===== config.mk =====
export PLATFORM = sky130hd
export DESIGN_NAME = signal_output_source_select
export DESIGN_NICKNAME = d
export VERILOG_FILES = /design/src/shared/signal_output_pin_pkg.sv /design/src/hdl/signal_output_source_select.sv /design/src/hdl/level_sync.sv /design/src/hdl/source_mux.sv
export SDC_FILE = /design/constraint.sdc
export NUM_CORES = 1
export LEC_CHECK = 0
export BUFFER_PORTS_ARGS = -buffer_cell sky130_fd_sc_hd__clkbuf_2
export CAP_MARGIN = 20
export CORE_ASPECT_RATIO = 0.5
export CORE_MARGIN = 2
export CORE_UTILIZATION = 42
export DETAILED_ROUTE_END_ITERATION = 16
export PLACE_DENSITY = 0.73
export SETUP_SLACK_MARGIN = 0.2
export SKIP_LAST_GASP = 1
export SLEW_MARGIN = 20
export SYNTH_ARGS = -nofsm -noshare
export SYNTH_HDL_FRONTEND = slang
export SYNTH_SLANG_ARGS = --single-unit

===== constraint.sdc =====
create_clock -name clk_in -period 1.5 [get_ports clk_in]
set_input_delay 0 -clock clk_in [delete_from_list [all_inputs] [get_ports clk_in]]
set_output_delay 0 -clock clk_in [all_outputs]
set_load 0.005 [all_outputs]

===== src/shared/signal_output_pin_pkg.sv =====
// What this block does
// - Select 0000 tristate, 0001 low, 0010 high
// - Select 0011 drives chosen test bus bit
// - Select 0100 drives transmit coder envelope
// - Select 0101 drives outgoing serial stream
// - Select 0110 drives regenerated receiver signal
// - Regenerated signal is three-line module data line
// - Receiver selections 0110-1000 and 1100 valid only while receiving
// - Repeat bit keeps receiving mode after reception
// - Select 0111 drives received serial stream
// - Codes 1000-1010 second scheme module signals; 1011 reserved, tristate
// - Codes 1100, 1101 first scheme carrier signals
// - Code 1110 drives unfiltered carrier receive signal
// - Code 1111 drives unfiltered receive envelope
// - Select register resets to 10h, pin tristate
`default_nettype none
package signal_output_pin_pkg;
    // ****************************************
    // Bus and register map
    // ****************************************
    localparam int          ADDR_W        = 8;          // Register address width
    localparam int          DATA_W        = 8;          // Register data width
    localparam logic [7:0]  TX_SEL_ADDR   = 8'h16;      // Transmit source select
    localparam logic [7:0]  TEST_SEL_ADDR = 8'h30;      // Test bus bit choice
    localparam logic [7:0]  RX_CTRL_ADDR  = 8'h31;      // Receive control
    localparam logic [7:0]  STATUS_ADDR   = 8'h32;      // Status, read only
    localparam logic [7:0]  TX_SEL_RESET  = 8'h10;      // Select register reset
    localparam logic [7:0]  ZERO_BYTE     = 8'h00;      // Idle read data
    // ****************************************
    // Field positions
    // ****************************************
    localparam int          SEL_LSB       = 0;          // Output source select
    localparam int          SEL_W         = 4;
    localparam int          DRV_LSB       = 4;          // Antenna driver select
    localparam int          DRV_W         = 2;
    localparam int          TBIT_W        = 3;          // Test bus bit choice width
    localparam int          REPEAT_POS    = 0;          // Receive repeat bit
    localparam int          ST_RX_POS     = 0;          // Status: receiving
    localparam int          ST_LVL_POS    = 1;          // Status: pin level
    localparam int          ST_DRV_POS    = 2;          // Status: pin driven
    // ****************************************
    // Output source codes
    // ****************************************
    typedef enum logic [3:0] {
        SEL_TRISTATE   = 4'h0,
        SEL_LOW        = 4'h1,
        SEL_HIGH       = 4'h2,
        SEL_TEST_BUS   = 4'h3,
        SEL_CODER_ENV  = 4'h4,
        SEL_TX_STREAM  = 4'h5,
        SEL_RX_REGEN   = 4'h6,
        SEL_RX_SERIAL  = 4'h7,
        SEL_ALT_RX     = 4'h8,
        SEL_ALT_TX     = 4'h9,
        SEL_ALT_COMP   = 4'hA,
        SEL_RESERVED   = 4'hB,
        SEL_CAR_RX     = 4'hC,
        SEL_CAR_TX     = 4'hD,
        SEL_CAR_RX_RAW = 4'hE,
        SEL_ENV_RAW    = 4'hF
    } out_sel_e;
    // Receive mode tracker states
    typedef enum logic {
        RX_IDLE   = 1'b0,
        RX_ACTIVE = 1'b1
    } rx_mode_e;
    // Register port request
    typedef struct packed {
        logic [ADDR_W-1:0] addr;
        logic [DATA_W-1:0] wdata;
        logic              wr;
        logic              rd;
    } bus_req_s;
    // Internal sources for the output pin
    typedef struct packed {
        logic test_bit;
        logic coder_env;
        logic tx_stream;
        logic rx_regen;
        logic rx_serial;
        logic alt_rx;
        logic alt_tx;
        logic alt_comp;
        logic car_rx;
        logic car_tx;
        logic car_rx_raw;
        logic env_raw;
    } src_s;
endpackage : signal_output_pin_pkg
`default_nettype wire


===== src/hdl/signal_output_source_select.sv =====
// Decided for this implementation: the address map and the strobed register port.
`timescale 1ns/10ps
`default_nettype none
module signal_output_source_select #(
    parameter int TEST_BUS_W = 8                          // Test bus width
) (
    input  wire logic                       clk_in,       // System clock, 50 MHz
    input  wire logic                       rst_b_in,     // Async reset, active low
    input  wire signal_output_pin_pkg::bus_req_s       bus_in,       // Register port request
    output logic [signal_output_pin_pkg::DATA_W-1:0]   rd_data_out,  // Read data, one cycle later
    input  wire logic [TEST_BUS_W-1:0]      test_bus_in,  // Internal test bus
    input  wire logic                       coder_env_in, // Transmit coder envelope
    input  wire logic                       tx_stream_in, // Serial stream to send
    input  wire logic                       rx_regen_in,  // Regenerated receiver signal
    input  wire logic                       rx_serial_in, // Received serial stream
    input  wire logic                       alt_rx_in,    // Second scheme receive
    input  wire logic                       alt_tx_in,    // Second scheme transmit
    input  wire logic                       alt_comp_in,  // Demodulator comparator, analog
    input  wire logic                       car_rx_in,    // Receive with carrier
    input  wire logic                       car_tx_in,    // Transmit with carrier
    input  wire logic                       car_raw_in,   // Unfiltered carrier rx, analog
    input  wire logic                       env_raw_in,   // Unfiltered envelope, analog
    input  wire logic                       rx_start_in,  // Receive command pulse
    input  wire logic                       rx_done_in,   // End of reception pulse
    input  wire logic                       rx_cancel_in, // Command abort pulse
    output logic                            receiving_out,       // Receiving mode
    output logic                            signal_output_pin_out,      // Pin level
    output logic                            signal_output_pin_oe_b_out  // Low: pin driven
);
    import signal_output_pin_pkg::*;

    // ****************************************
    // Declarations
    // ****************************************
    localparam int TB_IDX_W = $clog2(TEST_BUS_W);        // Test bus index width

    logic [SEL_W-1:0]  output_pin_source_select;          // Pin source field
    logic [DRV_W-1:0]  driver_sel;                        // Antenna driver field, stored only
    logic [TBIT_W-1:0] test_bus_bit_choice;               // Test bus bit index
    logic              receive_repeat_bit;                // Stay receiving after reception
    rx_mode_e          rx_mode;                           // Receive mode state
    rx_mode_e          next_rx_mode;                      // Next receive mode
    logic [2:0]        analog_sync;                       // Synchronised analog levels
    src_s              src;                               // Source bundle
    logic              mux_drive;                         // Mux wants pin driven
    logic              mux_level;                         // Mux level
    logic [DATA_W-1:0] next_rd_data;                      // Read data mux
    logic [DATA_W-1:0] status;                            // Status byte
    logic [DATA_W-1:0] tx_sel_byte;                       // Select register image
    out_sel_e          sel_code;                          // Field as code

    // ****************************************
    // Analog input synchronisation
    // ****************************************
    level_sync #(
        .WIDTH    (3)
    ) u_analog_sync (
        .clk_in   (clk_in),
        .rst_b_in (rst_b_in),
        .async_in ({alt_comp_in, car_raw_in, env_raw_in}),
        .sync_out (analog_sync)
    );

    // ****************************************
    // Source bundle
    // ****************************************
    // Test bus bit picked by the stored choice
    always_comb begin
        src            = '0;
        src.test_bit   = test_bus_in[test_bus_bit_choice[TB_IDX_W-1:0]];
        src.coder_env  = coder_env_in;
        src.tx_stream  = tx_stream_in;
        src.rx_regen   = rx_regen_in;
        src.rx_serial  = rx_serial_in;
        src.alt_rx     = alt_rx_in;
        src.alt_tx     = alt_tx_in;
        src.alt_comp   = analog_sync[2];
        src.car_rx     = car_rx_in;
        src.car_tx     = car_tx_in;
        src.car_rx_raw = analog_sync[1];
        src.env_raw    = analog_sync[0];
    end

    assign sel_code = out_sel_e'(output_pin_source_select);

    source_mux u_mux (
        .sel_in       (sel_code),
        .src_in       (src),
        .receiving_in (receiving_out),
        .drive_out    (mux_drive),
        .level_out    (mux_level)
    );

    // ****************************************
    // Select register writes
    // ****************************************
    // Pin source and driver fields
    always_ff @(posedge clk_in or negedge rst_b_in) begin
        if (!rst_b_in) begin
            output_pin_source_select <= TX_SEL_RESET[SEL_LSB +: SEL_W];
            driver_sel               <= TX_SEL_RESET[DRV_LSB +: DRV_W];
        end else if (bus_in.wr && (bus_in.addr == TX_SEL_ADDR)) begin
            output_pin_source_select <= bus_in.wdata[SEL_LSB +: SEL_W];
            driver_sel               <= bus_in.wdata[DRV_LSB +: DRV_W];
        end
    end

    // Test bus bit choice
    always_ff @(posedge clk_in or negedge rst_b_in) begin
        if (!rst_b_in) begin
            test_bus_bit_choice <= '0;
        end else if (bus_in.wr && (bus_in.addr == TEST_SEL_ADDR)) begin
            test_bus_bit_choice <= bus_in.wdata[TBIT_W-1:0];
        end
    end

    // Receive repeat control
    always_ff @(posedge clk_in or negedge rst_b_in) begin
        if (!rst_b_in) begin
            receive_repeat_bit <= 1'b0;
        end else if (bus_in.wr && (bus_in.addr == RX_CTRL_ADDR)) begin
            receive_repeat_bit <= bus_in.wdata[REPEAT_POS];
        end
    end

    // ****************************************
    // Receive mode tracking
    // ****************************************
    // Start wins over done and cancel in the same cycle
    always_comb begin
        next_rx_mode = rx_mode;
        unique case (rx_mode)
            RX_IDLE: begin
                if (rx_start_in) begin
                    next_rx_mode = RX_ACTIVE;
                end
            end
            RX_ACTIVE: begin
                if (rx_start_in) begin
                    next_rx_mode = RX_ACTIVE;
                end else if (rx_cancel_in) begin
                    next_rx_mode = RX_IDLE;
                end else if (rx_done_in && !receive_repeat_bit) begin
                    next_rx_mode = RX_IDLE;
                end
            end
        endcase
    end

    // Mode register
    always_ff @(posedge clk_in or negedge rst_b_in) begin
        if (!rst_b_in) begin
            rx_mode <= RX_IDLE;
        end else begin
            rx_mode <= next_rx_mode;
        end
    end

    assign receiving_out = (rx_mode == RX_ACTIVE);

    // ****************************************
    // Output pin
    // ****************************************
    // Registered so a select change acts on the next edge
    always_ff @(posedge clk_in or negedge rst_b_in) begin
        if (!rst_b_in) begin
            signal_output_pin_out      <= 1'b0;
            signal_output_pin_oe_b_out <= 1'b1;
        end else begin
            signal_output_pin_out      <= mux_drive & mux_level;
            signal_output_pin_oe_b_out <= ~mux_drive;
        end
    end

    // ****************************************
    // Register reads
    // ****************************************
    // Images with reserved bits as zero
    always_comb begin
        tx_sel_byte                      = ZERO_BYTE;
        tx_sel_byte[SEL_LSB +: SEL_W]    = output_pin_source_select;
        tx_sel_byte[DRV_LSB +: DRV_W]    = driver_sel;
        status                           = ZERO_BYTE;
        status[ST_RX_POS]                = receiving_out;
        status[ST_LVL_POS]               = signal_output_pin_out;
        status[ST_DRV_POS]               = ~signal_output_pin_oe_b_out;
    end

    // Address decode; unmapped reads as zero
    always_comb begin
        next_rd_data = ZERO_BYTE;
        if (bus_in.rd) begin
            unique case (bus_in.addr)
                TX_SEL_ADDR: begin
                    next_rd_data = tx_sel_byte;
                end
                TEST_SEL_ADDR: begin
                    next_rd_data[TBIT_W-1:0] = test_bus_bit_choice;
                end
                RX_CTRL_ADDR: begin
                    next_rd_data[REPEAT_POS] = receive_repeat_bit;
                end
                STATUS_ADDR: begin
                    next_rd_data = status;
                end
                default: begin
                    next_rd_data = ZERO_BYTE;
                end
            endcase
        end
    end

    // Read data stands one cycle only
    always_ff @(posedge clk_in or negedge rst_b_in) begin
        if (!rst_b_in) begin
            rd_data_out <= ZERO_BYTE;
        end else begin
            rd_data_out <= next_rd_data;
        end
    end
endmodule : signal_output_source_select
`default_nettype wire


===== src/hdl/level_sync.sv =====
`timescale 1ns/10ps
`default_nettype none
module level_sync #(
    parameter int WIDTH = 1                      // Number of levels
) (
    input  wire logic             clk_in,        // System clock
    input  wire logic             rst_b_in,      // Async reset, active low
    input  wire logic [WIDTH-1:0] async_in,      // Levels from outside domain
    output logic      [WIDTH-1:0] sync_out       // Synchronised levels
);
    // ****************************************
    // Two-stage synchroniser
    // ****************************************
    logic [WIDTH-1:0] meta;                      // First stage, read by stage two only

    // First stage
    always_ff @(posedge clk_in or negedge rst_b_in) begin
        if (!rst_b_in) begin
            meta <= '0;
        end else begin
            meta <= async_in;
        end
    end

    // Second stage
    always_ff @(posedge clk_in or negedge rst_b_in) begin
        if (!rst_b_in) begin
            sync_out <= '0;
        end else begin
            sync_out <= meta;
        end
    end
endmodule : level_sync
`default_nettype wire


===== src/hdl/source_mux.sv =====
`timescale 1ns/10ps
`default_nettype none
module source_mux (
    input  wire signal_output_pin_pkg::out_sel_e sel_in,       // Output source code
    input  wire signal_output_pin_pkg::src_s     src_in,       // Internal sources
    input  wire logic                 receiving_in, // Receiving mode active
    output logic                      drive_out,    // Pin is driven
    output logic                      level_out     // Level when driven
);
    import signal_output_pin_pkg::*;

    // ****************************************
    // Source selection
    // ****************************************
    // Digital receiver sources (rx_regen, rx_serial, alt_rx, car_rx) read low outside receiving mode
    always_comb begin
        drive_out = 1'b1;
        level_out = 1'b0;
        unique case (sel_in)
            SEL_TRISTATE: begin
                drive_out = 1'b0;
            end
            SEL_LOW: begin
                level_out = 1'b0;
            end
            SEL_HIGH: begin
                level_out = 1'b1;
            end
            SEL_TEST_BUS: begin
                level_out = src_in.test_bit;
            end
            SEL_CODER_ENV: begin
                level_out = src_in.coder_env;
            end
            SEL_TX_STREAM: begin
                level_out = src_in.tx_stream;
            end
            SEL_RX_REGEN: begin
                level_out = src_in.rx_regen & receiving_in;
            end
            SEL_RX_SERIAL: begin
                level_out = src_in.rx_serial & receiving_in;
            end
            SEL_ALT_RX: begin
                level_out = src_in.alt_rx & receiving_in;
            end
            SEL_ALT_TX: begin
                level_out = src_in.alt_tx;
            end
            SEL_ALT_COMP: begin
                level_out = src_in.alt_comp;
            end
            SEL_RESERVED: begin
                drive_out = 1'b0;
            end
            SEL_CAR_RX: begin
                level_out = src_in.car_rx & receiving_in;
            end
            SEL_CAR_TX: begin
                level_out = src_in.car_tx;
            end
            SEL_CAR_RX_RAW: begin
                level_out = src_in.car_rx_raw;
            end
            SEL_ENV_RAW: begin
                level_out = src_in.env_raw;
            end
        endcase
    end
endmodule : source_mux
`default_nettype wire


# Yosys cells after proc, flatten, opt, wreduce, memory -nomap -nowiden
# Index checks and enable logic that the tools add are counted.
# totals
out_inout_bits	11
register_bits	27
elab_cells	56
in_bits	42
# classes
n_bitwise	7
mux	13
eq_ne	18
reduce_logical	7
n_lt_le_gt_ge	1
# ops
cell	count
4-bit == test (second input constant)	8
8-bit by 6-bit == test with 1-bit output (second input constant)	3
4-bit by 3-bit == test with 1-bit output (second input constant)	4
1-bit one-hot mux with 13 select lines	1
4-bit by 2-bit == test with 1-bit output (second input constant)	2
8-bit by 5-bit == test with 1-bit output (second input constant)	1
8-bit 2-to-1 mux	1
1-bit 2-to-1 mux	6
2-bit one-hot mux with 3 select lines	1
1-bit AND	5
1-bit logical AND	4
4-bit zero test	1
3-bit by 4-bit less-than comparator with 1-bit output (second input constant)	1
1-bit one-hot mux with 4 select lines	1
1-bit binary-select mux with 3-bit select	1
3-bit 2-to-1 mux	1
1-bit inverter	2
1-bit one-hot mux with 2 select lines	1
2-bit OR reduction	1
1-bit zero test	1

# Logic depth before layout (Yosys ltp)
# Gate-level depths: netlist of the first run.
# logic_depth
word_depth	6
depth_mapped	5

# By module
# From an unflattened synthesis of the first run, not the netlist that was laid out.
# hier_totals
hier_cells	97
area_unflattened_um2	1228.7
# modules_own_cells
mod	cells_per_inst	instances	area_per_inst_um2	seq_area_each_um2
signal_output_source_select	66	1	895.9	478.0
source_mux	25	1	182.7	0.0
level_sync	6	1	150.1	150.1

# Worst setup path after synthesis of the first run
# No wires, ideal clock.
# synth_path
path_kind	flip-flop to flip-flop
start	register output_pin_source_select[0]
end	register signal_output_pin_out
period_less_slack_ps	1503
arrival_ps	1379
stages_incl_launch_ff	6
slack_ps	-3
path_cell_list	dfrtp_1 -> clkbuf_1 -> mux2_2 -> nand2_1 -> a32oi_1 -> a211o_1
# synth_via
elab_chain_len	4
# synth_rtl
item	line_no	text
start: declaration	signal_output_source_select.sv:37	logic [SEL_W-1:0] output_pin_source_select;
start signal: assignment	signal_output_source_select.sv:100	output_pin_source_select <= TX_SEL_RESET[SEL_LSB +: SEL_W];
start signal: assignment	signal_output_source_select.sv:103	output_pin_source_select <= bus_in.wdata[SEL_LSB +: SEL_W];
branches (longest 3 deep; another with 1-bit one-hot mux with 13 select lines)	--	
1-bit AND (*)	signal_output_source_select.sv:170	signal_output_pin_out <= mux_drive & mux_level;
end signal: assignment	signal_output_source_select.sv:170	
end: declaration	signal_output_source_select.sv:27	output logic signal_output_pin_out,
# Mark *: on every way between the ends.
# A chain may end at the register's enable or synchronous reset.

# Final worst setup path of the first run
# layout_path
start	register test_bus_bit_choice[0]
end	register signal_output_pin_out
# layout_via
elab_chain_len	4
# layout_rtl
item	line_no	text
start: declaration	signal_output_source_select.sv:39	logic [TBIT_W-1:0] test_bus_bit_choice;
start signal: assignment	signal_output_source_select.sv:113	test_bus_bit_choice <= bus_in.wdata[TBIT_W-1:0];
1-bit binary-select mux with 3-bit select	signal_output_source_select.sv:70	src.test_bit = test_bus_in[test_bus_bit_choice[TB_IDX_W-1:0]];
1-bit 2-to-1 mux (implied by the code)	signal_output_source_select.sv:70	
1-bit one-hot mux with 13 select lines	source_mux.sv:19	unique case (sel_in)
1-bit AND	signal_output_source_select.sv:170	
# Every way passes these cells. The select of a mux whose other input is x is not followed.

==> results of run 1 <==
-- synth_stat cells (all sizes together) --
library cell	number	area share, %
mux4	2	3.7
a21oi	2	0.83
nor4b	1	0.72
o22ai	1	0.52
a22o	2	1.4
nand2b	2	1.0
dfrtp	23	48
a2111oi	1	0.72
buf	2	1.2
and2b	1	0.62
a32oi	1	0.72
nor4	1	1.8
clkbuf	3	0.93
a31o	1	0.72
a211o	1	0.72
a22oi	3	1.9
nand3b	2	1.2
nor3	1	0.41
nor2b	5	2.6
mux2i	4	3.3
nand2	3	0.93
nor3b	1	1.6
a21o	1	0.62
or3b	1	0.72
or4b	1	1.1
mux2	12	11
conb	1	0.31
inv	5	1.6
nand3	4	2.7
nor2	3	0.93
or3	1	0.52
dfstp	2	4.3
o2bb2ai	1	0.72
-- worst min path at each step --
stage | start | end | depth (start not counted)
detailed placement | rst_b_in | u_analog_sync.meta[1]$_DFF_PN0_ | 1
CTS | bus_in[2] | receive_repeat_bit$_DFFE_PN0P_ | 2
global route | rx_cancel_in | receiving_out$_DFF_PN0_ | 3
finish | bus_in[2] | test_bus_bit_choice[0]$_DFFE_PN0P_ | 2
global placement | rst_b_in | u_analog_sync.meta[0]$_DFF_PN0_ | 1
floorplan | rst_b_in | driver_sel[1]$_DFFE_PN0P_ | 0
-- cell families after synthesis --
kind of cell | count (synthesis) | synth area share [%]
AOI/OAI and AO/OA | 14 | 8.90
buffers and inverters | 10 | 3.73
DFF | 25 | 52.0
muxes | 18 | 18.2
other | 1 | 0.310
and+or+nand+nor | 27 | 16.9
-- metrics by stage --
stage                     std cells  util [%]  setup TNS, ns
after floorplan                  96         -              0
after global placement          182      56.9        -0.0166
after detailed placement        182      56.9         -0.136
after CTS                       198      63.1              0
after global routing            198      63.2        -0.0573
final                           198      63.2              0
-- layer usage --
layer | wire length, um | part of all wire [%] | vias up | GRT usage, %
met5 | 0 | 0 | - | 0
met4 | 21 | 0.84 | 0 | 5.08
met3 | 118 | 4.7 | 2 | 4.78
met2 | 1170 | 47 | 27 | 26.9
met1 | 1190 | 47 | 429 | 21.9
li1 | - | - | 474 | -
-- registers in the layout, indices dropped and copies added (netlist names), 2 cells and up --
name,cells
output_pin_source_select,4
u_analog_sync.meta,3
test_bus_bit_choice,3
u_analog_sync.sync_out,3
driver_sel,2
rd_data_out,6
-- cell type report --
class / instances / area, um^2
fill: 211 / 982
sequential: 25 / 631
multi-input combinational: 61 / 541
timing repair buffer: 66 / 403
tap: 37 / 46.3
clock buffer: 3 / 41.3
inverter: 5 / 18.8
clock inverter: 1 / 5.00
-- repair_timing --
| action | in CTS | in global routing |
|---|---|---|
| setup buffers | 1 | 0 |
| gates cloned | 0 | 0 |
| resized for setup | 2 | 1 |
| hold endpoints to repair | 36 | 0 |
| setup endpoints to repair | 1 | 1 |
| hold buffers | 11 | 0 |
-- power by group --
group	internal, W	switching, W	leakage (nW)
Clock	0.000186	0.000212	0.0255
Combinational	0.000118	0.0000781	0.476
Sequential	0.000708	0.0000228	0.320
Total	0.00101	0.000313	0.821
==> reports/results.txt, run 1 <==
In this run the tightest slew margin relative to its limit is 60.0%. For this run, the post-layout net count is 204. STA puts the critical path data required time at 1.66 ns. Across the run, the number of max-cap violations was 0. The depth of the critical timing path with buffers and inverters included works out to 4. TritonCTS built the clock tree. Initial core utilization: 45.3%. Following the worst setup path forward leads to its endpoint at signal_output_pin_out$_DFF_PN0_. Clock tree synthesis found a total of 25 sinks. The repair_antennas step left the layout with diodes totalling 0. Synthesis produced a netlist whose cell count is 95.

The via count of the first global-routing pass came out at 940. In this run the tool buffered the top-level ports with 48 buffer cells. The power per cell area came out at 786 nW/um^2. The global-route wire length before repair is 4.18 mm. In this run the cell area measured after placement is 1520 um^2.

Measured in cells, the most critical reg-to-reg path has a length of 4. For the placeable core region, the log shows 2670 um^2. The first detailed-routing pass ran for 4 iterations. Setup repair after global routing could not meet its margin everywhere. The relative area change from synthesis to final layout was 39.4%; the maximum level of the CTS H-tree was 1. The clock skew is 0.00417 ns. STA classifies the critical path startpoint as a register.

The detailed router finished its first iteration with 46 violations. Hold is met by 0.0115 ns. At the later pin of the worst-skew pair, clock insertion delay measures 0.27 ns. The slowest stage of the critical path is the sky130_fd_sc_hd__mux4_2 cell.

At the pin with the least slew margin, the transition time is 0.600 ns. Once routing completed, OpenROAD measured the worst setup slack at 0.0225 ns. Summed over all nets, the half-perimeter wirelength after detailed placement is 1.96 mm. The routed design could run at a clock period as short as 1.48 ns. After detailed routing, the number of vias per cell comes to 4.71.

The run gives 3 as the total CTS buffers. The type of the most critical hold path is primary input to register. The summed instance area of the synthesized netlist came out at 1210 um^2. The library cells used most frequently in the layout, excluding fill and tap cells, are 48 x sky130_fd_sc_hd__clkbuf_2, 21 x sky130_fd_sc_hd__dfrtp_1, 12 x sky130_fd_sc_hd__mux2_2, 11 x sky130_fd_sc_hd__dlygate4sd3_1, 7 x sky130_fd_sc_hd__buf_4. The signal on the critical path passes through mux4_2, mux2i_1, a2111oi_1, a211o_1. Tracing the worst setup path back leads to its startpoint at test_bus_bit_choice[0]$_DFFE_PN0P_. The die covers 3350 um^2. The synthesized design contains 25 register bits.

The total via count after detailed routing came out at 932. The startpoint identified for the worst register-to-register timing path is test_bus_bit_choice[0]$_DFFE_PN0P_. The initialized floorplan defines 13 standard-cell rows.

Number of setup violations in the final report: 0. Entering global routing, the biggest net connects 26 pins. In the final layout, the share of cells above drive strength 1 is 51.6%.

The maximum clock frequency came out at 677 MHz. The category of the critical setup timing path was register to register. Clock-pin slew was measured on the worst setup and hold paths at 0.09 ns. The fraction of the cycle the final worst path needs works out to 98.5%. The flow ran to the end, and the final reports show no timing, DRC or antenna violations.

The fraction of the yosys area taken by sequential cells was 52.0%. Root buffer cell: sky130_fd_sc_hd__clkbuf_8. Summed over all layers, the global routing overflow is 0. VDD sags by at most 438 uV. The congestion estimate from routability-driven global placement came to 0.780.

The tools report the post-route antenna net violation count as 0. For this run, design rule violations remaining after detail routing come to 0. In this run the count of I/O pins placed on the die edge is 53.

The horizontal die dimension is 79.9 um. The tools report the worst reg2reg path endpoint as signal_output_pin_out$_DFF_PN0_. In this run the static leakage power is 0.821 nW.

The tools report the setup slack on the worst flop-to-flop path as 0.02 ns. The post-place setup slack is -0.0644 ns, and the delay contributed by the slowest stage of the critical path is 0.49 ns. The library cell used most frequently in the layout, excluding fill and tap cells, is sky130_fd_sc_hd__clkbuf_2. The number of different library cells used by synthesis comes to 34.

Number of antenna violations at the first check in global routing: 0. Arrival time reported for the critical path endpoint: 1.63 ns. For this run, the number of Yosys warnings is 0. The die height was 41.9 um. Critical path capture point type: a register. For the total track usage, the log shows 16.6%. Each instance of the synthesized netlist takes up on average 12.7 um^2.

With fillers left out, the area of the finished cells amounts to 1690 um^2. The number of hold-slack violations in the final timing report was 0; the final-report max-slew violation count was 0. The run gives 2 as the maximum clock insertion buffer count. The final wirelength was 2.50 mm.

The maximum fanout encountered on the critical timing path came out at 3. Sum of buffers and inverters on the critical path: 0. The kind of cell with the highest combined delay along the critical path is multiplexers. Overall power consumption after layout is estimated at 0.00132 W. Wire length per cell: 12.6 um.
Note: power is estimated with default switching activity, not from simulation.
==> inputs of run 2 (changes only) <==
Settings changed: SETUP_SLACK_MARGIN 0.2 to default.
==> run 2 against run 1 <==
Compared with the run above:
- utilization fell by 0.52 points
- fmax rose by 0.37%
- worst setup slack improved by 0.0055 ns
- critical path type unchanged
- critical endpoint unchanged
- largest power group unchanged
==> reports/results.txt, run 2 (synthesis gave the netlist of run 1 again) <==
The flow ran to the end, and the final reports show no timing, DRC or antenna violations. For the met3 usage, the log shows 6.09% (+1.3 points). The final weighted congestion of routability-driven global placement came out at 0.747 (-4.3%). The number of top-level design ports is 53 (unchanged). The logs give 202 (-0.98%) for the net count reported at finish and 0 (unchanged) for the number of antenna violations at the first check in global routing. The final wirelength came out at 2.52 mm (+0.64%).

The total track usage was 16.9% (+0.26 points); the number of standard cells in the final layout excluding fillers was 196 (-1.0%). The die height works out to 41.9 um (unchanged). The run gives 223 (+5.7%) as the count of fill cells added during filler insertion.

The via count of the first global-routing pass is 991 (+5.4%), and the sequential standard cell area is 629 um^2 (-0.20%). The path class of the tightest hold or removal check is primary input to register. The global-route wire length before repair is 4.28 mm (+2.3%).

The tools report the startpoint of the lowest-slack register-to-register path as test_bus_bit_choice[0]$_DFFE_PN0P_. The run gives 2 (unchanged) as the maximum clock insertion buffer count. For the post-route antenna net violation count, the log shows 0 (unchanged).

The worst register-to-register path ends at signal_output_pin_out$_DFF_PN0_. The placeable core region came out at 2670 um^2 (unchanged). Ranked by flip-flop count, first place goes to rd_data_out. The tools report the total CTS buffers as 3 (unchanged). Final design utilization: 62.7% (-0.52 points). The logs give 0 (unchanged) for the final antenna diode count and 1.97 mm (+0.89%) for the post-detailed-placement half-perimeter wirelength. The most critical setup path has its startpoint at test_bus_bit_choice[0]$_DFFE_PN0P_.

The row count was 13 (unchanged); the number of buffers inserted by port buffering was 48 (unchanged). The maximum level of the CTS H-tree is 1 (unchanged), and the setup slack on the worst flop-to-flop path is 0.03 ns (about the same). In the final layout, the registers with the most flip-flops are rd_data_out x6, output_pin_source_select x4.

The logs give 0.26 ns (about the same) for the insertion delay to the later sink of the worst-skew pair and 2 (-2) for the number of iterations in the first detailed-routing pass. The residual DRC count is 0 (unchanged), and the largest net degree at the start of global routing is 26 (unchanged). The initial core utilization is 45.3% (unchanged), and the number of maximum-capacitance violations is 0 (unchanged). After global routing, the most crowded layer is met2. The transition time at the pin with the least slew margin is 0.586 ns (-0.0137 ns), and the number of setup violations in the final report is 0 (unchanged).

The arrival time reported for the critical path endpoint came out at 1.63 ns (about the same). Number of cells on the worst reg-to-reg path: 4 (unchanged). The critical path capture point type was a register.

The final-report max-slew violation count came out at 0 (unchanged). The horizontal die dimension is 79.9 um (unchanged), and the overall overflow remaining after global route is 0 (unchanged). The met1 track demand over resource was 20.1% (-1.9 points).

The relative area change from synthesis to final layout is 38.3%, and the critical path data required time is 1.66 ns (about the same). The number of sinks on the clock net is 25 (unchanged). For the maximum clock frequency, the log shows 679 MHz (+0.37%). Setup repair after global routing could not meet its margin everywhere. The logs give 0.00239 ns (-0.00178 ns) for the clock skew and 950 (+1.9%) for the total via count after detailed routing.

The power per cell area came out at 787 nW/um^2 (+0.17%). The area occupied by multi-input gates is 541 um^2 (unchanged), and the leakage component of the power is 0.809 nW (-1.6%). The category of the critical setup timing path was register to register. Leading cell type in the layout, fill and taps excluded: sky130_fd_sc_hd__clkbuf_2. STA classifies the critical path startpoint as a register. The number of hold-slack violations in the final timing report was 0 (unchanged); the maximum fanout encountered on the critical timing path was 4 (+1). For the relative slew slack, the log shows 60.9% (+0.91 points). The shortest period the worst path allows works out to 1.47 ns (-0.00550 ns). TritonCTS built the clock tree. The most critical setup path has its endpoint at signal_output_pin_out$_DFF_PN0_. Number of flip-flops in the largest register: 6 (unchanged). In the layout the commonest cells are 48 x sky130_fd_sc_hd__clkbuf_2, 22 x sky130_fd_sc_hd__dfrtp_1, 12 x sky130_fd_sc_hd__mux2_2, 11 x sky130_fd_sc_hd__dlygate4sd3_1. The area of the die is 3350 um^2 (unchanged), and the clock-pin slew on the worst setup and hold paths is 0.08 ns (about the same).

For the largest vdd supply drop, the log shows 465 uV (+6.3%). The cell count after placement is 181 (-0.55%), and the fraction of the cycle the final worst path needs is 98.1% (-0.37 points). The number of vias per cell after detailed routing came out at 4.85 (+3.0%). The tools report the DRC marker count from the first detailed-route iteration as 44 (-4.3%).

The fraction of final layout cells with drive strength greater than 1 is 50.3% (-1.2 points). For the met2 routing resource usage after global routing, the log shows 29.6% (+2.7 points). The root buffer cell was sky130_fd_sc_hd__clkbuf_8. The wire length per cell works out to 12.8 um (+1.7%).
## run 2: changes by cell type in the layout (fill, tap and decap cells not counted), sizes merged
cell	previous run	this run
buf	7	5
clkinv	1	0
clkinvlp	0	1
## run 2: per-stage QoR
stage / hold slack [ns] / setup slack, ns / power [W] / cell area (um^2) / setup TNS [ns]
floorplan: -0.296 / 0.0549 / 0.000818 / 1210 / 0
finish: 0.0127 / 0.0280 / 0.00132 / 1670 / 0
detailed placement: 0.0281 / -0.0304 / 0.000916 / 1510 / -0.0668
global route: 0.0144 / -0.0702 / 0.00138 / 1670 / -0.0702
global placement: 0.0251 / -0.0117 / 0.000911 / 1510 / -0.0117
CTS: 0.00822 / -0.0232 / 0.00133 / 1670 / -0.0232
## run 2: per-layer routing
layer	share of wire (%)	vias to the layer above
met3	6.8	3
met1	43	449
met2	50	30
li1	-	468
met5	0	-
met4	0.32	0
## run 2: worst min path at each step
stage / from / endpoint / slack, ns / cells after the start
6_report: bus_in[2] / receive_repeat_bit$_DFFE_PN0P_ / 0.01 / 2
5_1_grt: bus_in[2] / receive_repeat_bit$_DFFE_PN0P_ / 0.01 / 2
4_1_cts: bus_in[2] / receive_repeat_bit$_DFFE_PN0P_ / 0.008 / 2
3_5_place_dp: rst_b_in / u_analog_sync.meta[1]$_DFF_PN0_ / 0.03 / 1
3_3_place_gp: rst_b_in / u_analog_sync.meta[0]$_DFF_PN0_ / 0.03 / 1
2_1_floorplan: rst_b_in / driver_sel[1]$_DFFE_PN0P_ / -0.30 / 0
## run 2: area by class of cell
type                            instances  area share (%)
Multi-Input combinational cell         61            32.3
Clock buffer                            3            2.47
Sequential cell                        25            37.6
Timing Repair Buffer                   64            23.2
Inverter                                5            1.12
Clock inverter                          1           0.449
Tap cell                               37            2.77
## run 2: report_power, final
group / leakage [nW] / internal [W] / switching [W]
Clock: 0.0217 / 0.000188 / 0.000205
Combinational: 0.465 / 0.000116 / 0.0000786
Sequential: 0.322 / 0.000707 / 0.0000217
Total: 0.809 / 0.00101 / 0.000305
## run 2: what timing repair did
action                     in CTS  in global routing
hold endpoints to repair       36                  0
setup buffers                   0                  0
resized for setup               1                  1
setup endpoints to repair       1                  1
hold buffers                   11                  0
## run 2: critical path, cell delays in order (launching register included)
cell and delay [ns]:
sky130_fd_sc_hd__dfrtp_2 0.41, sky130_fd_sc_hd__mux4_2 0.50, sky130_fd_sc_hd__mux2i_1 0.14, sky130_fd_sc_hd__a2111oi_1 0.09, sky130_fd_sc_hd__a211o_1 0.22
